`config.mk`:
```
export PLATFORM = sky130hd
export DESIGN_NAME = lpm_ctrl
export DESIGN_NICKNAME = d
export VERILOG_FILES = /design/src/rtl/lpm_pkg.sv /design/src/rtl/lpm_sync.sv /design/src/rtl/lpm_ctrl.sv
export VERILOG_INCLUDE_DIRS = /design/src /design/src/rtl
export SDC_FILE = /design/constraint.sdc
export NUM_CORES = 1
export LEC_CHECK = 0
export ABC_AREA = 1
export BUFFER_PORTS_ARGS = -buffer_cell sky130_fd_sc_hd__buf_2
export CAP_MARGIN = 20
export CORE_MARGIN = 3
export CORE_UTILIZATION = 58
export DETAILED_ROUTE_END_ITERATION = 10
export GPL_TIMING_DRIVEN = 0
export PLACE_DENSITY = 0.79
export SYNTH_ARGS = -nofsm -noshare
export SYNTH_HDL_FRONTEND = slang
export SYNTH_HIERARCHICAL = 1
export SYNTH_SLANG_ARGS = --single-unit
```
`constraint.sdc`:
```
create_clock -name CLK_SYS -period 2.2 [get_ports CLK_SYS]
set_input_delay 0.11 -clock CLK_SYS [delete_from_list [all_inputs] [get_ports CLK_SYS]]
set_output_delay 0.11 -clock CLK_SYS [all_outputs]
set_load 0.01 [all_outputs]
```
`src/rtl/lpm_consts.svh`:
```
`ifndef LPM_CONSTS_SVH
`define LPM_CONSTS_SVH

// ----------------------------------------------------------------------
// Timing counts and bit positions
// ----------------------------------------------------------------------
`define LPM_CLK_PERIOD_NS 10
`define LPM_OSC_SETTLE_US 1000
`define LPM_OSC_SETTLE_CYC ((`LPM_OSC_SETTLE_US * 1000) / `LPM_CLK_PERIOD_NS)
`define LPM_PLL_LOCK_US 100
`define LPM_PLL_LOCK_CYC ((`LPM_PLL_LOCK_US * 1000) / `LPM_CLK_PERIOD_NS)
`define LPM_HOLD_BIT 0
`define LPM_SUSP_BIT 1
`define LPM_STBY_BIT 2
`define LPM_WAKE_D_BIT 0
`define LPM_WAKE_CTL_BIT 1
`define LPM_WAKE_VBUS_BIT 2

`endif

```
`src/rtl/lpm_pkg.sv`:
```
package lpm_pkg;

  typedef enum logic [3:0] {
    ST_RUN,
    ST_QUIESCE,
    ST_SUSPEND,
    ST_STANDBY,
    ST_OSC_START,
    ST_PLL_START,
    ST_RESUME
  } lpm_state_e;

  typedef enum logic [1:0] {
    MODE_NONE,
    MODE_SUSPEND,
    MODE_STANDBY
  } lpm_mode_e;

endpackage : lpm_pkg

```
`src/rtl/lpm_sync.sv`:
```
`timescale 1ns/10ps
`default_nettype none

module lpm_sync #(
  parameter int WIDTH = 4
) (
  input wire logic clk,
  input wire logic nrst,
  input wire logic [WIDTH-1:0] async_in,
  output logic [WIDTH-1:0] sync_out
);

  typedef struct packed {
    logic [WIDTH-1:0] stage1;
    logic [WIDTH-1:0] stage2;
  } lpm_sync_s;

  lpm_sync_s s_reg;
  lpm_sync_s s_next;

  // ----------------------------------------------------------------------
  // Two-flop synchroniser per bit
  // ----------------------------------------------------------------------
  // Only the second stage is read, so a metastable first stage has a
  // whole cycle to settle before any logic sees it.
  always_comb
  begin
    s_next.stage1 = async_in;
    s_next.stage2 = s_reg.stage1;
  end

  always_ff @(posedge clk)
  begin
    if (!nrst)
    begin
      s_reg <= '0;
    end
    else
    begin
      s_reg <= s_next;
    end
  end

  assign sync_out = s_reg.stage2;

endmodule : lpm_sync

`default_nettype wire

```
`src/rtl/lpm_ctrl.sv`:
```
// Behaviour
// - Firmware request enters suspend with PHY off.
// - Mailbox request also enters suspend.
// - Suspend disables SuperSpeed PHY, USB suspended.
// - Suspend gates clocks and disables PLLs.
// - Pins hold pre-entry state during suspend.
// - USB logic keeps its state in suspend.
// - Registers, buffers, RAM retained in suspend.
// - Transfers must finish before suspend request; a request made while XFER_BUSY is high waits in quiesce until it falls.
// - Non-reset suspend wake keeps program counter.
// - Any data line change wakes suspend.
// - Wake line or hard reset wakes suspend.
// - Standby keeps registers and program RAM.
// - Buffer data may be lost in standby.
// - Standby wake resets program counter.
// - GPIO keep configuration through standby.
// - Standby stops oscillator and PLL.
// - Firmware or host register write enters standby.
// - VBUS, wake line, or reset exit standby.
`timescale 1ns/10ps
`default_nettype none
`include "lpm_consts.svh"

module lpm_ctrl
  import lpm_pkg::*;
#(
  parameter int OSC_SETTLE_CYC = `LPM_OSC_SETTLE_CYC,
  parameter int PLL_LOCK_CYC = `LPM_PLL_LOCK_CYC,
  parameter int CNT_W = 20
) (
  input wire logic CLK_SYS,
  input wire logic NRST,
  input wire logic HARD_RESET_N,
  input wire logic FW_SUSPEND_REQ,
  input wire logic MBOX_SUSPEND_REQ,
  input wire logic FW_STANDBY_REQ,
  input wire logic HOST_STANDBY_REQ,
  input wire logic XFER_BUSY,
  input wire logic USB_DP,
  input wire logic USB_DM,
  input wire logic PARALLEL_WAKE_LINE,
  input wire logic VBUS_DET,
  input wire logic OSC_STABLE,
  input wire logic PLL_LOCKED,
  output logic SS_PHY_EN,
  output logic USB_SUSPEND,
  output logic CLK_GATE_EN,
  output logic PLL_EN,
  output logic OSC_EN,
  output logic IO_HOLD,
  output logic USB_STATE_HOLD,
  output logic RAM_RETAIN,
  output logic BUF_VALID,
  output logic CPU_RUN,
  output logic CPU_PC_RESET,
  output logic CORE_RESET,
  output logic [1:0] LP_MODE
);

  // ----------------------------------------------------------------------
  // State record
  // ----------------------------------------------------------------------
  typedef struct packed {
    lpm_state_e state;
    lpm_mode_e mode;
    logic pc_reset;
    logic buf_valid;
    logic dp_last;
    logic dm_last;
    logic [CNT_W-1:0] cnt;
    logic cpu_pc_reset;
    logic core_reset;
  } lpm_ctrl_s;

  lpm_ctrl_s s_reg;
  lpm_ctrl_s s_next;

  localparam lpm_ctrl_s RESET_VAL = '{
    state: ST_RUN,
    mode: MODE_NONE,
    pc_reset: 1'b0,
    buf_valid: 1'b1,
    dp_last: 1'b0,
    dm_last: 1'b0,
    cnt: '0,
    cpu_pc_reset: 1'b0,
    core_reset: 1'b0
  };

  // ----------------------------------------------------------------------
  // Pin synchronisers
  // ----------------------------------------------------------------------
  logic [4:0] pin_sync;
  logic dp_s;
  logic dm_s;
  logic ctl_s;
  logic vbus_s;
  logic hard_rst_s;
  logic [1:0] stab_sync;

  lpm_sync #(
    .WIDTH(5)
  ) u_pin_sync (
    .clk(CLK_SYS),
    .nrst(NRST),
    .async_in({!HARD_RESET_N, VBUS_DET, PARALLEL_WAKE_LINE, USB_DM, USB_DP}),
    .sync_out(pin_sync)
  );

  // Oscillator and PLL status come from analog cells, so they are
  // treated as asynchronous as well.
  lpm_sync #(
    .WIDTH(2)
  ) u_stab_sync (
    .clk(CLK_SYS),
    .nrst(NRST),
    .async_in({PLL_LOCKED, OSC_STABLE}),
    .sync_out(stab_sync)
  );

  assign dp_s = pin_sync[0];
  assign dm_s = pin_sync[1];
  assign ctl_s = pin_sync[2];
  assign vbus_s = pin_sync[3];
  assign hard_rst_s = pin_sync[4];

  // ----------------------------------------------------------------------
  // Request and wake decode
  // ----------------------------------------------------------------------
  localparam logic [CNT_W-1:0] OSC_LAST = CNT_W'(OSC_SETTLE_CYC - 1);
  localparam logic [CNT_W-1:0] PLL_LAST = CNT_W'(PLL_LOCK_CYC - 1);

  logic susp_req;
  logic stby_req;
  logic dp_moved;
  logic dm_moved;
  logic line_change;
  logic susp_wake;
  logic stby_wake;
  logic osc_done;
  logic pll_done;
  logic osc_ready;
  logic pll_ready;

  // A line counts as moved only against the level latched in run and quiesce,
  // so a line parked high or low through suspend never wakes the part.
  always_comb
  begin
    susp_req = FW_SUSPEND_REQ || MBOX_SUSPEND_REQ;
    stby_req = FW_STANDBY_REQ || HOST_STANDBY_REQ;
    dp_moved = (dp_s != s_reg.dp_last);
    dm_moved = (dm_s != s_reg.dm_last);
    line_change = dp_moved || dm_moved;
    susp_wake = line_change || ctl_s;
    stby_wake = vbus_s || ctl_s;
    osc_done = (s_reg.cnt == OSC_LAST);
    pll_done = (s_reg.cnt == PLL_LAST);
    osc_ready = stab_sync[0];
    pll_ready = stab_sync[1];
  end

  // ----------------------------------------------------------------------
  // Next-state logic
  // ----------------------------------------------------------------------
  always_comb
  begin
    s_next = s_reg;
    s_next.cpu_pc_reset = 1'b0;
    s_next.core_reset = 1'b0;
    unique case (s_reg.state)
      ST_RUN:
      begin
        s_next.dp_last = dp_s;
        s_next.dm_last = dm_s;
        if (stby_req || susp_req)
        begin
          // Standby wins when both are asked for in one cycle.
          if (stby_req)
          begin
            s_next.mode = MODE_STANDBY;
          end
          else
          begin
            s_next.mode = MODE_SUSPEND;
          end
          s_next.state = ST_QUIESCE;
        end
      end
      ST_QUIESCE:
      begin
        // A transfer still in flight would be cut mid-way, so entry waits
        // for the data path to drain instead of losing its progress.
        s_next.dp_last = dp_s;
        s_next.dm_last = dm_s;
        if (!XFER_BUSY)
        begin
          if (s_reg.mode == MODE_STANDBY)
          begin
            s_next.state = ST_STANDBY;
            s_next.buf_valid = 1'b0;
          end
          else
          begin
            s_next.state = ST_SUSPEND;
          end
        end
      end
      ST_SUSPEND:
      begin
        if (susp_wake)
        begin
          s_next.pc_reset = 1'b0;
          s_next.state = ST_OSC_START;
          s_next.cnt = '0;
        end
      end
      ST_STANDBY:
      begin
        if (stby_wake)
        begin
          s_next.pc_reset = 1'b1;
          s_next.state = ST_OSC_START;
          s_next.cnt = '0;
        end
      end
      ST_OSC_START:
      begin
        // Both the settle time and the stable flag are needed; the flag
        // alone can glitch high while the crystal is still building up.
        if (!osc_done)
        begin
          s_next.cnt = s_reg.cnt + 1'b1;
        end
        else if (osc_ready)
        begin
          s_next.state = ST_PLL_START;
          s_next.cnt = '0;
        end
      end
      ST_PLL_START:
      begin
        if (!pll_done)
        begin
          s_next.cnt = s_reg.cnt + 1'b1;
        end
        else if (pll_ready)
        begin
          s_next.state = ST_RESUME;
        end
      end
      ST_RESUME:
      begin
        s_next.cpu_pc_reset = s_reg.pc_reset;
        s_next.buf_valid = 1'b1;
        s_next.mode = MODE_NONE;
        s_next.state = ST_RUN;
      end
      default:
      begin
        s_next.state = ST_RUN;
      end
    endcase
    // Hard reset overrides every state and always restarts the program.
    if (hard_rst_s)
    begin
      s_next.state = ST_RUN;
      s_next.mode = MODE_NONE;
      s_next.pc_reset = 1'b1;
      s_next.cpu_pc_reset = 1'b1;
      s_next.core_reset = 1'b1;
      s_next.buf_valid = 1'b1;
      s_next.cnt = '0;
    end
  end

  // ----------------------------------------------------------------------
  // State register
  // ----------------------------------------------------------------------
  always_ff @(posedge CLK_SYS)
  begin
    if (!NRST)
    begin
      s_reg <= RESET_VAL;
    end
    else
    begin
      s_reg <= s_next;
    end
  end

  // ----------------------------------------------------------------------
  // Outputs
  // ----------------------------------------------------------------------
  logic in_run;
  logic in_suspend;
  logic in_standby;
  logic in_osc_start;
  logic in_pll_start;
  logic low_power;
  logic clocks_down;
  logic pll_off;

  // The PLL stays off until the crystal has settled, since a PLL locking
  // onto a half-built reference may lock at a wrong frequency.
  always_comb
  begin
    in_run = (s_reg.state == ST_RUN);
    in_suspend = (s_reg.state == ST_SUSPEND);
    in_standby = (s_reg.state == ST_STANDBY);
    in_osc_start = (s_reg.state == ST_OSC_START);
    in_pll_start = (s_reg.state == ST_PLL_START);
    low_power = in_suspend || in_standby;
    clocks_down = low_power || in_osc_start || in_pll_start;
    pll_off = low_power || in_osc_start;
  end

  assign SS_PHY_EN = !clocks_down;
  assign USB_SUSPEND = clocks_down;
  assign CLK_GATE_EN = !clocks_down;
  assign PLL_EN = !pll_off;
  assign OSC_EN = !low_power;
  assign IO_HOLD = clocks_down;
  assign USB_STATE_HOLD = clocks_down;
  assign RAM_RETAIN = clocks_down;

  // ----------------------------------------------------------------------
  // Status outputs
  // ----------------------------------------------------------------------
  assign BUF_VALID = s_reg.buf_valid;
  assign CPU_RUN = in_run;
  assign CPU_PC_RESET = s_reg.cpu_pc_reset;
  assign CORE_RESET = s_reg.core_reset;
  assign LP_MODE = s_reg.mode;

endmodule : lpm_ctrl

`default_nettype wire

```
# Word level (Yosys, flattened, before mapping)
# Index checks and enable logic that the tools add are counted.
[totals]
regBits = 46
output_inout_bits = 14
inputBits = 14
wordCells = 91
[op_classes]
n_bitwise = 1
n_reduce_logical = 25
muxes = 27
eq_ne = 24
addsub = 1
[ops]
columns = ["operator", "n"]
rows = [
  ["20-bit 2-to-1 mux", 5],
  ["20-bit case mux with 4 select lines", 1],
  ["4-bit 2-to-1 mux", 7],
  ["4-bit case mux with 6 select lines", 1],
  ["20-bit by 1-bit adder with 20-bit output (second input constant)", 1],
  ["20-bit by 14-bit == test with 1-bit output (second input constant)", 1],
  ["20-bit by 17-bit == test with 1-bit output (second input constant)", 1],
  ["2-bit inequality test (second input constant)", 7],
  ["4-bit by 3-bit == test with 1-bit output (second input constant)", 3],
  ["1-bit logical OR", 9],
  ["3-bit by 2-bit inequality test with 1-bit output (second input constant)", 3],
  ["4-bit by 2-bit == test with 1-bit output (second input constant)", 2],
  ["8-bit AND reduction", 1],
  ["1-bit 2-to-1 mux", 6],
  ["2-bit 2-to-1 mux", 3],
  ["6-bit 2-to-1 mux", 1],
  ["2-bit by 1-bit inequality test with 1-bit output (second input constant)", 3],
  ["3-bit AND reduction", 2],
  ["5-bit AND reduction", 1],
  ["4-bit by 1-bit == test with 1-bit output (second input constant)", 1],
  ["1-bit logical NOT", 4],
  ["4-bit logical NOT", 1],
  ["1-bit case mux with 2 select lines", 2],
  ["2-bit case mux with 2 select lines", 1],
  ["8 further kinds", 11],
]

# Longest topological paths before layout
# Gate-level depths: netlist of run 1.
[depth]
word_depth = 6
ltp_mapped = 12
ltp_nobuf = 11

# Cells and area by module
# The synthesis of run 1 kept the hierarchy.
[by_module_without_submodules]
columns = ["module", "instances", "area_each_um2", "seq_area_each_um2", "cells_per_inst"]
rows = [
  ["lpm_ctrl", 1, 2284.7, 620.6, 391],
  ["lpm_sync (u_pin_sync)", 1, 286.5, 200.2, 31],
  ["lpm_sync (u_stab_sync)", 1, 110.1, 80.1, 12],
]

# Least setup slack after synthesis of run 1
# No wires, ideal clock.
[synth_path]
path_type = "reg-to-reg"
startpoint = "register s_reg[2] (netlist bit)"
endpoint = "register s_reg[3] (netlist bit)"
path_buffers = 1
path_stages_with_launch = 10
synth_period_minus_slack_ns = 1.611
path_slack_ns = 0.589
t_required_ns = 2.072
t_arrival_ns = 1.483
setup_ns = 0.128
path_cell_list = "dfxtp_1 -> ha_1 -> nand3_1 -> nor2_1 -> nand4_1 -> nand2_2 -> nor2_4 -> buf_6 -> o21ai_1 -> nor2_1"
[synth_via]
elab_chain_cells = 3
word_cells_on_any_way = 9
classes_between = "add/sub: 1; eq/ne: 4; mux: 3; reduce/logical: 1"
[synth_rtl]
columns = ["element", "line", "rtl"]
rows = [
  ["from (decl)", "lpm_ctrl.sv:75", "lpm_ctrl_s s_reg;"],
  ["from (signal assigned)", "lpm_ctrl.sv:287", "s_reg <= s_next;"],
  ["20-bit by 1-bit adder with 20-bit output, or another cell as far along", "lpm_ctrl.sv:232, lpm_ctrl.sv:244", ""],
  ["20-bit 2-to-1 mux, or another cell as far along", "lpm_ctrl.sv:242", "if (!pll_done)"],
  ["20-bit case mux with 4 select lines / 5-bit AND reduction (equally long branches)", "-", ""],
]
# Parallel ways exist; a longest one is shown, timed or not. The select of a mux whose other input is x is not followed.
# A chain may end at the register's enable or synchronous reset.

# Final worst setup path of run 1
[layout_path]
startpoint = "register s_reg[2] (netlist bit)"
endpoint = "register s_reg[6] (netlist bit)"
# The elaborated chain is that of the path after synthesis.

==> impl_metrics.toml, run 1 <==
[outcome]
status = "complete, but fails checks"
violations = "negative hold slack"

[sta]
period_share_pct = 92.3
fin_tns_setup_ps = 0
rsz0062_at_grt = "false"
fin_hold_ws_ps = -0.805
skew_ps = 3.79
finalMaxSlewViolations = 0
setup_viol_count_final = 0
hold_viol_final = 1
slew_headroom_pct = 57.4
max_freq_ghz = 0.492
timing.final.ws_setup_ps = 168
worst_slew_pin_slew_ps = 639
fin_crit_ps = 2030

[clock_tree]
cts_tree = "yes"
cts_root_buffer = "clkbuf_8"
clockBufferDepth = 2
postCtsHoldBufs = 5
clk_latency_ps = 300
path_clk_slew_ps = 90
post_cts_resized = 0
clock_sinks = 45
numCtsBuffers = 5
ctsHtreeMaxLevel = 2
cts_setup_buffers = 0

[worst_setup_path]
reg2reg_slack_ps = 170
reg2reg_to = "s_reg[6]"
start_kind = "flop"
rr_startpoint = "s_reg[2]"
crit_fanout = 10
crit_path_max_incr_delay_ps = 450
cp-end-kind = "flop"
crit_arrival_ps = 2260
required_ps = 2430
slowest_stage = "dfxtp_1"
cp_cell_sequence = "ha_1, nand3_1, nor2_1, nand4_1, nand2_2, buf_2, o21ai_0, a21oi_1"
path_class = "reg -> reg"
r2r_cells = 8

[floorplanning]
fp.dieH_um = 74.0
ios = 28
rows = 24
die_w_um = 74.0
die-area_um2 = 5470
core_um2 = 4410
start_util_pct = 60.7

[yosys]
synth_warnings = 6
synth_xor_area_share_pct = 2.61
synthArstFlopShare_pct = 0
yosysMostFrequentCell = "nand2_1"
muxShareOfSynthArea_pct = 0
synth_nets = 449
synthTopCellsByArea = "dfxtp_1 (34%), nand2_1 (15%), nor2_1 (10%)"
seq_area_frac_synth_pct = 33.6
ys_seq_elements = 45
synth_compound_area_share_pct = 10.8
synth_top_family_by_area = "simple AND/OR/NAND/NOR gates"
synth_ff_type = "dfxtp_1"
synth_fa_ha_area_share_pct = 0.467
yosys.area_share.simple_pct = 39.3
postSynthAreaPerCell_um2 = 6.18
synth_cell_types = 30
synth_edf_count = 0
synth_top_area_share_pct = 33.6
synth_top_area_cell = "dfxtp_1"
syn-cell-area_um2 = 2680
synth.cells.most_frequent = "nand2_1 (109), nor2_1 (72), inv_1 (59), dfxtp_1 (45), nand3_1 (36)"
syn_inst = 434

[route]
dr_total_vias = 2786
ant_nets = 0
wl_met3_um = 396
wl_met1_um = 2880
routed-wl-met2_um = 3570
drc_errors = 0
routed_wl_um = 6940
wl_per_cell_um = 13.2
top_layer_used = "met4"
dr.pass1.iters = 5
drt_iter0_markers = 267
viasPerCell = 5.30

[global_route]
grt_pass1_wl_um = 11600
overflow = 0
grt_pass1_vias = 2555
track_usage_pct = 27.4
grt_antenna_before_repair = 0
grt_start_max_net_pins = 17

[layout]
syn_to_final_growth_pct = 13.7
n_antenna_cell = 0
nets = 488
n_fill_cell = 401
layout.cells.non_filler = 526
fin_util_pct = 69.0
largest_reg_flops = 26
drive_gt1_share_pct = 13.7

[job]
cap_violations = 0

[min_path]
min_path_cells = 3
min-delay-start = "PLL_LOCKED"
worstHoldEndpoint = "u_stab_sync/s_next[1]"
hold_class = "in -> reg"

[place]
gp_congestion = 0.941
placed_cells = 513
place_ws_ps = 225
hpwl_um = 5110
portBuffers = 27

[power]
p_leak_nw = 1.49
power_density_nw_per_um2 = 911
p_total_mw = 2.78
peakVddDrop_v = 0.000652
cell families after synthesis:
kind of cell	count (synthesis)
flops	45
fa+ha+maj	1
xor+xnor	8
compound gates	55
buf+inv	81
simple gates	244
power by group:
group | internal, mW | total [mW] | leakage [nW] | switching (mW)
combinational | 0.421 | 1.16 | 1.06 | 0.738
clock | 0.347 | 0.656 | 0.0591 | 0.309
sequential | 0.892 | 0.961 | 0.367 | 0.0689
total | 1.66 | 2.78 | 1.49 | 1.12
area by class of cell:
type | instances | area [um^2] | area share (%)
clock buffer | 5 | 68.8 | 2.26
buffer | 19 | 116 | 3.82
inverter | 62 | 238 | 7.80
clock inverter | 3 | 47.5 | 1.56
timing repair buffer | 32 | 185 | 6.08
sequential | 45 | 901 | 29.6
multi-input combinational | 308 | 1430 | 46.8
tap | 52 | 65.1 | 2.13
stage by stage:
step / area, um^2 / hold slack [ps]
2_1_floorplan: 2680 / 203
3_3_place_gp: 2880 / 285
3_5_place_dp: 2880 / 293
4_1_cts: 3050 / 0.176
5_1_grt: 3050 / 1.69
6_report: 3050 / -0.805
critical path, delay by kind of cell, from the launching register on:
kind / cells / cell delay, ps
adders and majority gates: 1 / 310
AOI/OAI and AO/OA: 2 / 250
and+or+nand+nor: 4 / 690
DFF: 1 / 450
buffers and inverters: 1 / 260
routing by layer:
layer	global-route usage [%]	vias to the layer above
met3	5.27	10
met4	9.26	0
met5	0	-
li1	-	1429
met2	50.2	97
met1	31.6	1250
placed cells by master, fill, tap and decap left out, drive strengths merged, types with 2 or more instances in the layout:
master       instances
clkbuf              13
a21oi               21
dfxtp               45
and2                 2
nand4                7
dlygate4sd3          5
o21ai               28
buf                 38
nor2                77
xor2                 8
inv                 64
nor3                 6
nand2              115
nand3               36
o211ai               4
worst max path at each step:
stage                   from  slack (ps)  depth (start not counted)   endpoint
floorplan           s_reg[2]         590                          9   s_reg[3]
global placement    s_reg[2]         280                          8  s_reg[16]
detailed placement  s_reg[2]         230                          8   s_reg[6]
CTS                 s_reg[2]         190                          8   s_reg[6]
global route        s_reg[2]          30                          8   s_reg[6]
finish              s_reg[2]         170                          8   s_reg[6]
Power figures use the tool's default switching activity.
==> run 2: changes to the inputs <==
--- a/config.mk
+++ b/config.mk
@@ -13,7 +13,7 @@
 export CORE_UTILIZATION = 58
 export DETAILED_ROUTE_END_ITERATION = 10
 export GPL_TIMING_DRIVEN = 0
-export PLACE_DENSITY = 0.79
+export PLACE_DENSITY = 0.81
 export SYNTH_ARGS = -nofsm -noshare
 export SYNTH_HDL_FRONTEND = slang
 export SYNTH_HIERARCHICAL = 1
==> impl_metrics.toml, run 2 (synthesis results as in run 1) <==
[global_route]
grt_pass1_wl_um = 11100
grt_antenna_before_repair = 0
overflow = 0
grt_pass1_vias = 2519
track_usage_pct = 26.0
grt_start_max_net_pins = 15

[sta]
max_freq_ghz = 0.505
fin_tns_setup_ps = 0
rsz0062_at_grt = "false"
period_share_pct = 90.0
fin_crit_ps = 1980
skew_ps = 13.3
hold_viol_final = 0
finalMaxSlewViolations = 0
setup_viol_count_final = 0
slew_headroom_pct = 57.9
worst_slew_pin_slew_ps = 631

[floorplanning]
start_util_pct = 60.7
die-area_um2 = 5470
rows = 24
ios = 28
die_w_um = 74.0
core_um2 = 4410
fp.dieH_um = 74.0

[layout]
layout_commonest_cell = "nand2_1"
drive_gt1_share_pct = 14.1
largest_reg_flops = 26
syn_to_final_growth_pct = 14.3
layout.cells.non_filler = 527
nets = 489
n_fill_cell = 404
n_antenna_cell = 0
final_cell_mix = "nand2_1 (109), nor2_1 (72), inv_1 (59), dfxtp_1 (44), nand3_1 (36)"

[place]
hpwl_um = 4870
gp_congestion = 1.00
placed_cells = 513
portBuffers = 27

[clock_tree]
cts_root_buffer = "clkbuf_8"
clock_sinks = 45
clockBufferDepth = 2
cts_tree = "yes"
numCtsBuffers = 5
path_clk_slew_ps = 90
clk_latency_ps = 300
cts_setup_buffers = 0
ctsHtreeMaxLevel = 2

[power]
p_leak_nw = 1.49
peakVddDrop_v = 0.000623
power_density_nw_per_um2 = 904

[route]
wl_per_cell_um = 12.7
viasPerCell = 5.26
routed_wl_um = 6690
drc_errors = 0
dr_total_vias = 2772
ant_nets = 0
drt_iter0_markers = 171
dr.pass1.iters = 5

[job]
cap_violations = 0

[outcome]
status = "finished clean"

[min_path]
hold_class = "in -> reg"

[worst_setup_path]
required_ps = 2380
crit_arrival_ps = 2160
cp-end-kind = "flop"
crit_fanout = 8
start_kind = "flop"
path_class = "reg -> reg"
==> run 2: critical path: stages (launching register included) <==
cell	delay, ps
dfxtp_2	400
ha_2	260
nand3_1	210
nor2_1	180
nand3_1	350
nand3_1	230
nand2_1	70
nor2_1	100
nor2_1	40
==> run 2: worst paths after layout <==
check	slack [ps]	depth (start not counted)	to	start
worst min-delay path	30	4	u_pin_sync/s_next[4]	HARD_RESET_N
worst max-delay path	220	8	s_reg[9]	s_reg[2]
worst max register to register	220	8	s_reg[9]	s_reg[2]
worst min register to register	420	2	u_pin_sync/sync_out[1]	u_pin_sync/s_next[1]
==> run 2: power by group <==
part	switching (mW)	internal (mW)	total (mW)
logic	0.726	0.422	1.15
registers	0.0730	0.892	0.965
clock network	0.287	0.369	0.656
total	1.09	1.68	2.77
==> run 2: cell type report <==
| class | count | area [um^2] | area share (%) |
|---|---|---|---|
| clock inverter | 2 | 37.5 | 1.22 |
| clock buffer | 6 | 82.6 | 2.69 |
| inverter | 62 | 238 | 7.76 |
| multi-input combinational | 308 | 1430 | 46.6 |
| buffer | 19 | 116 | 3.80 |
| tap | 52 | 65.1 | 2.12 |
| sequential | 45 | 902 | 29.4 |
| timing repair buffer | 33 | 195 | 6.37 |
==> run 2: per-stage QoR <==
| stage | cell area (um^2) | worst slack (ps) | power, mW | util [%] | hold slack (ps) |
|---|---|---|---|---|---|
| floorplan | 2680 | 589 | 1.78 | - | 203 |
| global placement | 2880 | 232 | 2.08 | 65.3 | 288 |
| detailed placement | 2880 | 173 | 2.10 | 65.3 | 288 |
| CTS | 3060 | 128 | 2.78 | 69.4 | 19.4 |
| global route | 3070 | 61.9 | 2.95 | 69.4 | 40.0 |
| finish | 3070 | 220 | 2.77 | 69.4 | 31.8 |
==> run 2: per-layer routing <==
layer	vias to the layer above	GRT usage, %	part of all wire (%)
met3	26	4.19	3.5
met1	1245	31.3	44
met2	71	43.7	49
met4	0	14.9	3.8
met5	-	0	0
li1	1430	-	-
==> run 2: repair_timing <==
item,in CTS,in global routing
setup endpoints to repair,0,14
hold endpoints to repair,6,0
gates resized for setup,0,2
hold buffers,6,0
==> run 3: changes to the inputs <==
==> constraint.sdc (replaced) <==
create_clock -name CLK_SYS -period 2.2 [get_ports CLK_SYS]
set_input_delay 0.11 -clock CLK_SYS [delete_from_list [all_inputs] [get_ports CLK_SYS]]
set_output_delay 0.11 -clock CLK_SYS [all_outputs]
set_load 0.1 [all_outputs]
==> impl_metrics.toml, run 3 (synthesis results as in run 1) <==
[place]
placed_cells = 513
portBuffers = 27
place_ws_ps = 134
gp_congestion = 0.962
hpwl_um = 4960
placed_cell_area_um2 = 2930

[layout]
n_fill_cell = 381
stdcell_area_um2 = 3110
layout_commonest_cell = "nand2_1"
syn_to_final_growth_pct = 16.1
nets = 489
n_antenna_cell = 0
drive_gt1_share_pct = 14.7
layout.cells.non_filler = 527
final_cell_mix = "nand2_1 (109), nor2_1 (72), inv_1 (58), dfxtp_1 (41), nand3_1 (36)"
largest_reg_flops = 26
fin_util_pct = 70.5

[route]
drc_errors = 0
viasPerCell = 5.33
dr_total_vias = 2811
routed_wl_um = 6790
dr.pass1.iters = 6
drt_iter0_markers = 256
ant_nets = 0
wl_per_cell_um = 12.9

[power]
p_total_mw = 3.86
power_switching_share_pct = 54.3
seq_power_share_pct = 25.3
combinationalPowerShare_pct = 56.6
power_density_nw_per_um2 = 1240
p_sw_mw = 2.10
p_int_mw = 1.76
p_clk_share_pct = 18.1
peakVddDrop_v = 0.00141
p_leak_nw = 1.52

[sta]
finalMaxSlewViolations = 0
worst_slew_pin_slew_ps = 647
skew_ps = 10.2
hold_viol_final = 0
max_freq_ghz = 0.498
fin_hold_ws_ps = 19.7
slew_headroom_pct = 56.9
setup_viol_count_final = 0
rsz0062_at_grt = "false"
period_share_pct = 91.4
timing.final.ws_setup_ps = 190
fin_crit_ps = 2010
fin_tns_setup_ps = 0

[min_path]
hold_class = "in -> reg"

[job]
cap_violations = 0

[outcome]
status = "finished clean"

[floorplanning]
start_util_pct = 60.7
fp.dieH_um = 74.0
core_um2 = 4410
die-area_um2 = 5470
rows = 24
die_w_um = 74.0
ios = 28

[worst_setup_path]
required_ps = 2430
crit_arrival_ps = 2240
crit_path_max_incr_delay_ps = 410
path_delay_family = "simple AND/OR/NAND/NOR gates"
cp-end-kind = "flop"
slowest_stage = "dfxtp_1"
cp_cell_sequence = "ha_1, nand3_1, nor2_1, nand4_1, nand2_2, clkbuf_4, o21ai_0, a21oi_1"
start_kind = "flop"
path_class = "reg -> reg"
critPathBufInv = 1
crit_fanout = 10

[global_route]
grt_pass1_vias = 2476
overflow = 0
track_usage_pct = 26.7
grt_pass1_wl_um = 11400
grt_start_max_net_pins = 16
grt_antenna_before_repair = 0

[clock_tree]
numCtsBuffers = 5
cts_setup_buffers = 0
clk_latency_ps = 310
cts_tree = "yes"
ctsHtreeMaxLevel = 2
cts_root_buffer = "clkbuf_8"
clock_sinks = 45
path_clk_slew_ps = 100
clockBufferDepth = 2
==> run 3: per-layer routing <==
layer | wire length, um | GRT usage (%)
met5 | 0 | 0
met4 | 119 | 8.65
met3 | 609 | 6.89
met2 | 2960 | 39.2
met1 | 3110 | 38.2
==> run 3: power groups by stage <==
stage          clock network, mW  logic (mW)  registers, mW
6_report                   0.699        2.18          0.977
5_1_grt                    0.735        2.31          0.989
4_1_cts                    0.697        2.17          0.975
3_5_place_dp                   0        2.15          0.995
3_3_place_gp                   0        2.13          0.990
2_1_floorplan                  0        1.82          0.995
==> run 3: final cells by class <==
| type | instances | area (um^2) | area share [%] |
|---|---|---|---|
| buffer | 19 | 131 | 4.22 |
| timing repair buffer | 33 | 195 | 6.27 |
| clock buffer | 6 | 82.6 | 2.65 |
| tap | 52 | 65.1 | 2.09 |
| clock inverter | 2 | 41.3 | 1.33 |
| sequential | 45 | 906 | 29.1 |
| multi-input combinational | 308 | 1450 | 46.6 |
| inverter | 62 | 241 | 7.76 |
==> run 3: worst register-to-register path, stage by stage, from the launching register on <==
cell,delay (ps)
dfxtp_1,410
ha_1,290
nand3_1,200
nor2_1,200
nand4_1,150
nand2_2,200
clkbuf_4,250
o21ai_0,90
a21oi_1,130
==> run 3: path summary, 6_finish.rpt <==
| check | start | to | slack, ps | depth (start not counted) |
|---|---|---|---|---|
| worst max-delay path | s_reg[3] | s_reg[13] | 190 | 8 |
| worst min-delay path | HARD_RESET_N | u_pin_sync/s_next[4] | 20 | 4 |
| worst max register to register | s_reg[3] | s_reg[13] | 190 | 8 |
| worst min register to register | u_stab_sync/s_next[0] | u_stab_sync/sync_out[0] | 410 | 2 |
==> run 3: repair_timing <==
item,4_1_cts,5_1_grt
resized for setup,0,2
hold buffers,6,0
endpoints found under the setup margin,0,18
endpoints found under the hold margin,6,0
